[config.mk]
export PLATFORM = sky130hd
export DESIGN_NAME = pcg_top
export DESIGN_NICKNAME = d
export VERILOG_FILES = /design/src/pcg_pkg.sv /design/src/pcg_unit_gate.sv /design/src/pcg_access_check.sv /design/src/pcg_top.sv
export SDC_FILE = /design/constraint.sdc
export NUM_CORES = 1
export LEC_CHECK = 0
export BUFFER_PORTS_ARGS = -buffer_cell sky130_fd_sc_hd__buf_2
export CAP_MARGIN = 20
export CORE_MARGIN = 2
export CORE_UTILIZATION = 40
export CTS_BUF_LIST = sky130_fd_sc_hd__clkbuf_4 sky130_fd_sc_hd__clkbuf_8
export DETAILED_ROUTE_END_ITERATION = 16
export MAX_ROUTING_LAYER = met4
export PLACE_DENSITY_LB_ADDON = 0.1
export SYNTH_ARGS = -nofsm -noshare
export SYNTH_HDL_FRONTEND = slang
export SYNTH_SLANG_ARGS = --single-unit
[constraint.sdc]
create_clock -name mclk -period 5 [get_ports mclk]
set_clock_uncertainty 0.15 [all_clocks]
set_input_delay 0.25 -clock mclk [delete_from_list [all_inputs] [get_ports mclk]]
set_output_delay 0.25 -clock mclk [all_outputs]
set_load 0.005 [all_outputs]
[src/pcg_pkg.sv]
package pcg_pkg;

  // ==========================================================
  // register map (byte addresses)
  localparam int unsigned PCG_AW = 12;
  localparam logic [11:0] PCG_OFS_RUN_PORT   = 12'h108;
  localparam logic [11:0] PCG_OFS_SLEEP_PORT = 12'h118;
  localparam logic [11:0] PCG_OFS_DEEP_UNIT  = 12'h124;
  localparam logic [11:0] PCG_OFS_DEEP_PORT  = 12'h128;
  localparam logic [11:0] PCG_OFS_RUN_CFG    = 12'h1F0;

  // ==========================================================
  // field layout
  localparam int unsigned PCG_NUM_PORT = 8;
  localparam int unsigned PCG_NUM_SER  = 4;
  localparam int unsigned PCG_NUM_UNIT = 12;
  localparam int unsigned PCG_BIT_ASER0 = 0;
  localparam int unsigned PCG_BIT_ASER1 = 1;
  localparam int unsigned PCG_BIT_SSER0 = 4;
  localparam int unsigned PCG_BIT_WIRE0 = 12;
  localparam int unsigned PCG_BIT_AUTO  = 0;
  localparam int unsigned PCG_IDX_SER   = 8;

  // ==========================================================
  // reset values and bus answers
  localparam logic [7:0]  PCG_PORT_RST = 8'h00;
  localparam logic [3:0]  PCG_SER_RST  = 4'h0;
  localparam logic [31:0] PCG_ZERO32   = 32'h0000_0000;
  localparam logic [1:0]  PCG_RESP_OKAY   = 2'h0;
  localparam logic [1:0]  PCG_RESP_DECERR = 2'h3;

  typedef enum logic [1:0] {
    PCG_MODE_RUN,
    PCG_MODE_SLEEP,
    PCG_MODE_DEEP
  } pcg_mode_e;

  typedef logic [PCG_NUM_UNIT-1:0] pcg_gate_t;

  typedef struct packed {
    logic       valid;
    logic       write;
    logic [3:0] unit;
  } pcg_access_s;

  typedef struct packed {
    logic done;
    logic fault;
  } pcg_answer_s;

endpackage : pcg_pkg

[src/pcg_unit_gate.sv]
`timescale 1ns/1ps
module pcg_unit_gate (
  input  wire logic               mclk,
  input  wire logic               rst,
  input  wire logic               run_bit,
  input  wire logic               sleep_bit,
  input  wire logic               deep_bit,
  input  wire logic               auto_gate,
  input  wire pcg_pkg::pcg_mode_e mode,
  output logic                    gate_en
);
  import pcg_pkg::*;

  logic next_gate_en;

  // ==========================================================
  // source selection by power mode
  always_comb begin
    next_gate_en = run_bit;
    if (auto_gate) begin
      case (mode)
        PCG_MODE_SLEEP: next_gate_en = sleep_bit;
        PCG_MODE_DEEP:  next_gate_en = deep_bit;
        default:        next_gate_en = run_bit;
      endcase
    end
  end

  // registered so the enable never glitches
  always_ff @(posedge mclk or posedge rst) begin
    if (rst) begin
      gate_en <= 1'b0;
    end else begin
      gate_en <= next_gate_en;
    end
  end

endmodule : pcg_unit_gate

[src/pcg_access_check.sv]
`timescale 1ns/1ps
module pcg_access_check (
  input  wire logic                 mclk,
  input  wire logic                 rst,
  input  wire pcg_pkg::pcg_access_s req,
  input  wire pcg_pkg::pcg_gate_t   gate,
  output pcg_pkg::pcg_answer_s      ans
);
  import pcg_pkg::*;

  logic open_unit;

  // unit numbers with no unit behind them always fault
  assign open_unit = (32'(req.unit) < PCG_NUM_UNIT) && gate[req.unit];

  always_ff @(posedge mclk or posedge rst) begin
    if (rst) begin
      ans <= '0;
    end else begin
      ans.done  <= req.valid;
      ans.fault <= req.valid && !open_unit;
    end
  end

endmodule : pcg_access_check

[src/pcg_top.sv]
`timescale 1ns/1ps
module pcg_top (
  input  wire logic                     mclk,
  input  wire logic                     rst,
  input  wire logic [11:0]              avs_address,
  input  wire logic                     avs_read,
  input  wire logic                     avs_write,
  input  wire logic [31:0]              avs_writedata,
  input  wire logic [3:0]               avs_byteenable,
  output logic      [31:0]              avs_readdata,
  output logic      [1:0]               avs_response,
  output logic                          avs_waitrequest,
  input  wire logic                     sleep_req,
  input  wire logic                     deep_sleep_req,
  input  wire logic [3:0]               run_unit_gate,
  input  wire logic [3:0]               sleep_unit_gate,
  input  wire pcg_pkg::pcg_access_s     per_req,
  output pcg_pkg::pcg_answer_s          per_ans,
  output pcg_pkg::pcg_gate_t            gate_en,
  output pcg_pkg::pcg_mode_e            power_mode
);
  import pcg_pkg::*;

  // ==========================================================
  // registers
  logic [7:0]  run_port_clock_gate;
  logic [7:0]  sleep_port_clock_gate;
  logic [7:0]  deep_sleep_port_clock_gate;
  logic [3:0]  deep_sleep_unit_gate;
  logic        auto_sleep_gating_select;

  logic        bus_req;
  logic        bus_take;
  logic        hit_run;
  logic        hit_sleep;
  logic        hit_dunit;
  logic        hit_dport;
  logic        hit_cfg;
  logic        mapped;
  logic [31:0] wr_merge;
  logic [31:0] rd_value;
  logic [31:0] cur_value;
  logic [31:0] bmask;
  logic [3:0]  wr_ser;
  logic [7:0]  run_src;
  logic [7:0]  sleep_src;
  logic [7:0]  deep_src;
  pcg_mode_e   next_mode;

  // ==========================================================
  // address decode
  assign bus_req   = avs_read || avs_write;
  assign bus_take  = bus_req && avs_waitrequest;
  assign hit_run   = avs_address == PCG_OFS_RUN_PORT;
  assign hit_sleep = avs_address == PCG_OFS_SLEEP_PORT;
  assign hit_dunit = avs_address == PCG_OFS_DEEP_UNIT;
  assign hit_dport = avs_address == PCG_OFS_DEEP_PORT;
  assign hit_cfg   = avs_address == PCG_OFS_RUN_CFG;
  assign mapped    = hit_run || hit_sleep || hit_dunit || hit_dport
                     || hit_cfg;

  // ==========================================================
  // read values; only implemented bits are driven
  always_comb begin
    rd_value = PCG_ZERO32;
    if (hit_run) begin
      rd_value[7:0] = run_port_clock_gate;
    end else if (hit_sleep) begin
      rd_value[7:0] = sleep_port_clock_gate;
    end else if (hit_dport) begin
      rd_value[7:0] = deep_sleep_port_clock_gate;
    end else if (hit_dunit) begin
      rd_value[PCG_BIT_ASER0] = deep_sleep_unit_gate[0];
      rd_value[PCG_BIT_ASER1] = deep_sleep_unit_gate[1];
      rd_value[PCG_BIT_SSER0] = deep_sleep_unit_gate[2];
      rd_value[PCG_BIT_WIRE0] = deep_sleep_unit_gate[3];
    end else if (hit_cfg) begin
      rd_value[PCG_BIT_AUTO] = auto_sleep_gating_select;
    end
  end

  // byte lanes merge new data over the present contents
  always_comb begin
    cur_value = rd_value;
    for (int b = 0; b < 4; b++) begin
      bmask[8*b +: 8] = {8{avs_byteenable[b]}};
    end
    wr_merge = (avs_writedata & bmask) | (cur_value & ~bmask);
    wr_ser   = {wr_merge[PCG_BIT_WIRE0], wr_merge[PCG_BIT_SSER0],
                wr_merge[PCG_BIT_ASER1], wr_merge[PCG_BIT_ASER0]};
  end

  // ==========================================================
  // bus answer: one wait cycle, then the answer
  always_ff @(posedge mclk or posedge rst) begin
    if (rst) begin
      avs_waitrequest <= 1'b1;
    end else begin
      avs_waitrequest <= !bus_take;
    end
  end

  always_ff @(posedge mclk or posedge rst) begin
    if (rst) begin
      avs_readdata <= PCG_ZERO32;
      avs_response <= PCG_RESP_OKAY;
    end else if (bus_take) begin
      avs_readdata <= avs_read ? rd_value : PCG_ZERO32;
      avs_response <= mapped ? PCG_RESP_OKAY : PCG_RESP_DECERR;
    end
  end

  // ==========================================================
  // gate registers; reserved positions are never stored
  always_ff @(posedge mclk or posedge rst) begin
    if (rst) begin
      run_port_clock_gate <= PCG_PORT_RST;
    end else if (bus_take && avs_write && hit_run) begin
      run_port_clock_gate <= wr_merge[7:0];
    end
  end

  always_ff @(posedge mclk or posedge rst) begin
    if (rst) begin
      sleep_port_clock_gate <= PCG_PORT_RST;
    end else if (bus_take && avs_write && hit_sleep) begin
      sleep_port_clock_gate <= wr_merge[7:0];
    end
  end

  always_ff @(posedge mclk or posedge rst) begin
    if (rst) begin
      deep_sleep_port_clock_gate <= PCG_PORT_RST;
    end else if (bus_take && avs_write && hit_dport) begin
      deep_sleep_port_clock_gate <= wr_merge[7:0];
    end
  end

  always_ff @(posedge mclk or posedge rst) begin
    if (rst) begin
      deep_sleep_unit_gate <= PCG_SER_RST;
    end else if (bus_take && avs_write && hit_dunit) begin
      deep_sleep_unit_gate <= wr_ser;
    end
  end

  always_ff @(posedge mclk or posedge rst) begin
    if (rst) begin
      auto_sleep_gating_select <= 1'b0;
    end else if (bus_take && avs_write && hit_cfg) begin
      auto_sleep_gating_select <= wr_merge[PCG_BIT_AUTO];
    end
  end

  // ==========================================================
  // power mode, deep sleep wins over sleep
  always_comb begin
    next_mode = PCG_MODE_RUN;
    if (deep_sleep_req) begin
      next_mode = PCG_MODE_DEEP;
    end else if (sleep_req) begin
      next_mode = PCG_MODE_SLEEP;
    end
  end

  always_ff @(posedge mclk or posedge rst) begin
    if (rst) begin
      power_mode <= PCG_MODE_RUN;
    end else begin
      power_mode <= next_mode;
    end
  end

  // ==========================================================
  // per-unit enables
  assign run_src   = run_port_clock_gate;
  assign sleep_src = sleep_port_clock_gate;
  assign deep_src  = deep_sleep_port_clock_gate;

  for (genvar i = 0; i < PCG_NUM_PORT; i++) begin : g_port
    pcg_unit_gate u_gate (
      .mclk      (mclk),
      .rst       (rst),
      .run_bit   (run_src[i]),
      .sleep_bit (sleep_src[i]),
      .deep_bit  (deep_src[i]),
      .auto_gate (auto_sleep_gating_select),
      .mode      (power_mode),
      .gate_en   (gate_en[i])
    );
  end

  for (genvar j = 0; j < PCG_NUM_SER; j++) begin : g_ser
    pcg_unit_gate u_gate (
      .mclk      (mclk),
      .rst       (rst),
      .run_bit   (run_unit_gate[j]),
      .sleep_bit (sleep_unit_gate[j]),
      .deep_bit  (deep_sleep_unit_gate[j]),
      .auto_gate (auto_sleep_gating_select),
      .mode      (power_mode),
      .gate_en   (gate_en[PCG_IDX_SER+j])
    );
  end

  // ==========================================================
  // fault answers for peripheral accesses
  pcg_access_check u_check (
    .mclk (mclk),
    .rst  (rst),
    .req  (per_req),
    .gate (gate_en),
    .ans  (per_ans)
  );
endmodule : pcg_top

# --- Word level (Yosys, flattened, before mapping) ---
# Index checks and enable logic that the tools add are counted.
classes:
  order_cmp: 2
  n_eq_ne: 7
  muxes: 44
  bitwise: 4
  reduce_logical: 16
ops:
  columns: ["op", "count"]
  rows:
  - ["== test 12 x 9 -> 1 bit, second input constant", 5]
  - ["AND 13 bit", 2]
  - ["case mux 1 bit (2 select lines)", 12]
  - ["2-to-1 mux 1 bit", 23]
  - ["2-to-1 mux 8 bit", 2]
  - ["2-to-1 mux 13 bit", 1]
  - ["inverter 13 bit", 1]
  - ["OR 13 bit", 1]
  - ["logical AND 1 bit", 9]
  - ["2-to-1 mux 2 bit", 4]
  - ["logical OR 1 bit", 5]
  - ["< comparator 4 x 5 -> 1 bit, second input constant", 1]
  - ["binary-select mux 1 bit (select 4 bit)", 1]
  - ["< comparator 4 bit, second input constant", 1]
  - ["2-to-1 mux 3 bit", 1]
  - ["== test 2 x 1 -> 1 bit, second input constant", 1]
  - ["== test 2 bit, second input constant", 1]
  - ["zero test 1 bit", 2]
word_totals:
  reg_bits: 80
  input_bits: 68
  out_inout_bits: 51
  word_cells: 96

# --- Logic depth before layout (Yosys ltp) ---
depth:
  depth_word: 8
  ltp_mapped: 7
  ltp_nobuf: 5

# --- Hierarchy ---
# From an unflattened synthesis, not the netlist that was laid out.
unflattened:
  cells_unflattened: 383
  area_unflattened_um2: 3688.5
modules_own_cells:
  columns: ["mod", "instances", "cells_each", "area_each_um2", "seq_area_each_um2"]
  rows:
  - ["pcg_top", 1, 262, 2431.1, 1052.3]
  - ["pcg_unit_gate", 12, 9, 91.3, 25.0]
  - ["pcg_access_check", 1, 13, 161.4, 50.0]

# --- Worst setup path before layout ---
# Ideal clock, no wire load.
synth_path:
  path_kind: "input-to-reg"
  start: "input port avs_address[4]"
  end: "register deep_sleep_unit_gate[3]"
  setup_time_ns: 0.125
  t_arrival_ns: 1.524
  t_required_ns: 4.725
  slack_ns: 3.201
  path_stages: 7
  n_path_buf: 2
  cell_sequence: "buf_6 > nor4b_4 > and3b_2 > and3_1 > buf_4 > nand2_2 > mux2_4"
synth_via:
  elab_chain_len: 7
  word_cells_on_any_way: 11
  cone_classes: "eq/ne (4); mux (4); bitwise (2); reduce/logical (1)"
synth_lines:
  columns: ["element", "line_no", "source"]
  rows:
  - ["from (decl)", "pcg_top.sv:5", "input wire logic [11:0] avs_address,"]
  - ["== test 12 x 9 -> 1 bit", "pcg_top.sv:56", "assign hit_dunit = avs_address == PCG_OFS_DEEP_UNIT;"]
  - ["2-to-1 mux 1 bit", "pcg_top.sv:72", "end else if (hit_dunit) begin"]
  - ["2-to-1 mux 1 bit", "pcg_top.sv:70", "end else if (hit_dport) begin"]
  - ["2-to-1 mux 1 bit", "pcg_top.sv:68", "end else if (hit_sleep) begin"]
  - ["2-to-1 mux 1 bit", "pcg_top.sv:66", "if (hit_run) begin"]
  - ["AND 13 bit", "pcg_top.sv:88", "wr_merge = (avs_writedata & bmask) | (cur_value & ~bmask);"]
  - ["OR 13 bit", "pcg_top.sv:88", null]
  - ["to (signal assigned)", "pcg_top.sv:143", "deep_sleep_unit_gate <= wr_ser;"]
  - ["to (decl)", "pcg_top.sv:29", "logic [3:0] deep_sleep_unit_gate;"]
# Several ways; a longest one is shown, not always the timed one.
# A chain may end at the register's enable or synchronous reset.

# --- Final worst setup path ---
layout_path:
  start: "register power_mode[0]"
  end: "register g_port[6].u_gate.gate_en"
layout_via:
  elab_chain_len: 3
  word_cells_on_any_way: 4
  cone_classes: "eq/ne (2); mux (2)"
layout_lines:
  columns: ["element", "line_no", "source"]
  rows:
  - ["from (decl)", "pcg_top.sv:20", "output pcg_pkg::pcg_mode_e power_mode"]
  - ["from (signal assigned)", "pcg_top.sv:170", "power_mode <= next_mode;"]
  - ["== test 2 bit / == test 2 x 1 -> 1 bit (equally long branches)", "pcg_unit_gate.sv:21", "case (mode)"]
  - ["case mux 1 bit (2 select lines) *", "pcg_unit_gate.sv:21", null]
  - ["2-to-1 mux 1 bit *", "pcg_unit_gate.sv:20", "if (auto_gate) begin"]
  - ["via g_port[6].u_gate.next_gate_en", "pcg_unit_gate.sv:14", "logic next_gate_en;"]
  - ["to (signal assigned)", "pcg_unit_gate.sv:34", "gate_en <= next_gate_en;"]
  - ["to (decl)", "pcg_unit_gate.sv:10", "output logic gate_en"]
# Mark *: on every way through the listed nets, which the timed path passes. The rest lies on a longest branch.

==> results.yml <==
logic_synthesis:
  synth.distinct_cells: 54
  ys_ff_latch: 56
  avgSynthCellArea_um2: 10.1
  synth.area.top_cells: "dfrtp_1 (45%), buf_4 (9.3%), a22oi_1 (4.9%)"
  syn_area_mm2: 0.00306
  yosys.area.top_type: "dfrtp_1"
  synth_cells: 303
  synth_seq_area_share_pct: 45.8
  yosys_warnings: 0
  async_reset_ff_share_pct: 100
  dominantRegCellSynth: "dfrtp_1"
  synth.top_cell.area_share_pct: 44.9
  synth_edf_count: 0
drt:
  drt_iter0_markers: 103
  viasPerCell: 5.12
  wl_met1_um: 3700
  drc_errors: 0
  top_layer_used: "met4"
  dr_wl_met3_um: 390
  via_count: 2350
  ant_nets: 0
  wl_met2_um: 3350
  routed_wirelength_um: 7490
  firstDrtPassIters: 4
  wl_per_cell_um: 16.3
power:
  p_clk_share_pct: 31.6
  leakage_nw: 1.66
  p_comb_share_pct: 11.3
  powerDensity_mw_per_mm2: 237
  seqPwrFrac_pct: 57.1
  p_switching_mw: 0.207
  swShare_pct: 25.4
  intPower_mw: 0.608
  peakVddDrop_mv: 0.100
  power_mw: 0.815
outcome:
  status: "complete, but fails checks"
  violations: "negative hold slack"
floorplan:
  initial_core_util_pct: 41.8
  fp-row-count: 31
  die_w_um: 91.5
  die_area_mm2: 0.00837
  core_area_mm2: 0.00733
  die_h_um: 91.5
  io_pins: 119
placed_design:
  gp_congestion: 0.840
  io_buffers: 69
  dpl-instance-area_mm2: 0.00329
  hpwlAfterDp_um: 5420
  dp.cells: 445
clocking:
  cts.sinks: 56
  clockBufferDepth: 2
  root_buffer: "clkbuf_8"
  numCtsBuffers: 5
  h-tree-depth: 2
  cts_tree: "built"
  clk_pin_slew_ns: 0.10
  cts_hold_buf: 5
  postCtsSetupBuffers: 0
  postCtsResizedCells: 0
  clk_latency_ns: 0.31
global_route:
  grt_pass1_wl_um: 11900
  grt_max_degree: 57
  antenna_found_initial: 0
  grt_pass1_vias: 2199
  grtUsageTotal_pct: 18.9
  overflow: 0
timing:
  fin_hold_ws_ns: -0.0286
  rsz0062_at_grt: "no"
  fmax_mhz: 492
  hold_viol_final: 29
  tightestPinTransition_ns: 0.774
  period_minus_slack_ns: 2.03
  finalSetupViolCount: 0
  relSlewSlack_pct: 48.4
  setup_tns_ns: 0
  period_share_pct: 40.6
  drv_slew: 0
finish:
  final_core_util_pct: 46.9
  drive_above_1_share_pct: 28.9
  finalInstanceArea_mm2: 0.00344
  num_antenna_cells: 0
  layout.cells.non_filler: 459
  syn2layout_area_growth_pct: 12.3
  final_net_count: 429
  fillers: 713
critical_path:
  worstPathMaxFanout: 24
  crit_type: "flip-flop to flip-flop"
  start_kind: "flip-flop"
  cp-end-kind: "flip-flop"
  cp.arrival_ns: 2.05
  cp.required_ns: 5.02
flow_run:
  drv_cap: 0
hold_path:
  hold_path_class: "input port to asynchronous set/reset pin"
## cells in the mapped netlist (all sizes together) (3+ instances only)
| library cell | count |
|---|---|
| a22o | 4 |
| inv | 6 |
| nor2b | 5 |
| clkbuf | 8 |
| a22oi | 20 |
| nand4 | 3 |
| dfrtp | 55 |
| nor2 | 26 |
| nor3 | 8 |
| buf | 42 |
| a21oi | 26 |
| nor4b | 3 |
| mux2i | 4 |
| nand2 | 27 |
| mux2 | 12 |
| mux4 | 3 |
| o21ai | 20 |
## registers in the layout, indices dropped and copies added (netlist names)
| register | cells |
|---|---|
| u_check.ans | 2 |
| g_port.u_gate.gate_en | 8 |
| deep_sleep_port_clock_gate | 8 |
| avs_readdata | 9 |
| g_ser.u_gate.gate_en | 4 |
| run_port_clock_gate | 8 |
| auto_sleep_gating_select | 1 |
| deep_sleep_unit_gate | 4 |
| avs_waitrequest | 1 |
| avs_response | 1 |
| sleep_port_clock_gate | 8 |
| power_mode | 2 |
## cells in the final DEF, fill, tap and decap left out, types with 3 or more instances in the layout
cell type and n:
nand2_1 26, buf_4 3, mux2i_1 4, inv_1 5
nor2_1 26, a21oi_1 26, nor3_1 6, a22oi_1 20
nor2b_1 5, buf_2 69, dfrtp_1 55, o21ai_0 19
mux4_2 3, mux2_1 5, conb_1 23, clkbuf_8 5
a22o_1 4, dlygate4sd3_1 5, mux2_2 6
## routing by layer
| metal | global-route usage [%] | vias to the layer above |
|---|---|---|
| met5 | - | - |
| met4 | 3.54 | 0 |
| met3 | 3.24 | 7 |
| met2 | 28.6 | 84 |
| met1 | 26.9 | 1125 |
| li1 | - | 1134 |
## metrics by stage
step           hold WS (ns)  setup WS (ns)
6_report            -0.0286           2.97
3_5_place_dp          0.225           2.35
5_1_grt            0.000447           2.78
2_1_floorplan         0.131           3.20
4_1_cts             0.00203           2.38
3_3_place_gp          0.221           2.40
## cell type report
| class | instances | area (um^2) | area share, % |
|---|---|---|---|
| Clock buffer | 7 | 83.8 | 2.44 |
| Clock inverter | 1 | 8.76 | 0.255 |
| Inverter | 6 | 22.5 | 0.655 |
| Multi-Input combinational cell | 213 | 1380 | 40.1 |
| Sequential cell | 56 | 1400 | 40.8 |
| Tap cell | 99 | 124 | 3.60 |
| Timing Repair Buffer | 77 | 418 | 12.2 |
## final timing paths
check | cells past startpoint | slack (ns) | endpoint | from
worst max-delay path | 4 | 2.97 | g_port[6].u_gate.gate_en | power_mode[0]
worst min-delay path | 3 | -0.03 | avs_response[0] | rst
worst max register to register | 4 | 2.97 | g_port[6].u_gate.gate_en | power_mode[0]
worst min register to register | 2 | 0.34 | avs_readdata[12] | avs_readdata[12]
max in group asynchronous | 3 | 4.23 | run_port_clock_gate[2] | rst
min in group mclk | 3 | 0.01 | g_ser[1].u_gate.gate_en | run_unit_gate[1]
## worst max-delay path: stages, from the launching register on
cell      delay (ns)
dfrtp_1         0.38
inv_1           0.06
ha_1            0.27
nand2b_1        0.50
o21ai_0         0.54
## cells by family after synthesis
group,synth area share (%)
AO/OA/AOI/OAI,18.1
AND/OR/NAND/NOR,15.2
buffers and inverters,11.9
flip-flops,45.8
multiplexers,8.05
adder cells (fa/ha/maj),0.817
other,0.122
## power by group through the flow
stage               Combinational, mW  Clock (mW)  Sequential (mW)
detailed placement             0.0892           0            0.474
CTS                            0.0924       0.265            0.465
global placement               0.0890           0            0.474
finish                         0.0918       0.258            0.465
global route                    0.103       0.286            0.466
floorplan                      0.0641           0            0.474
No activity file was read; power rests on OpenSTA's default activity.
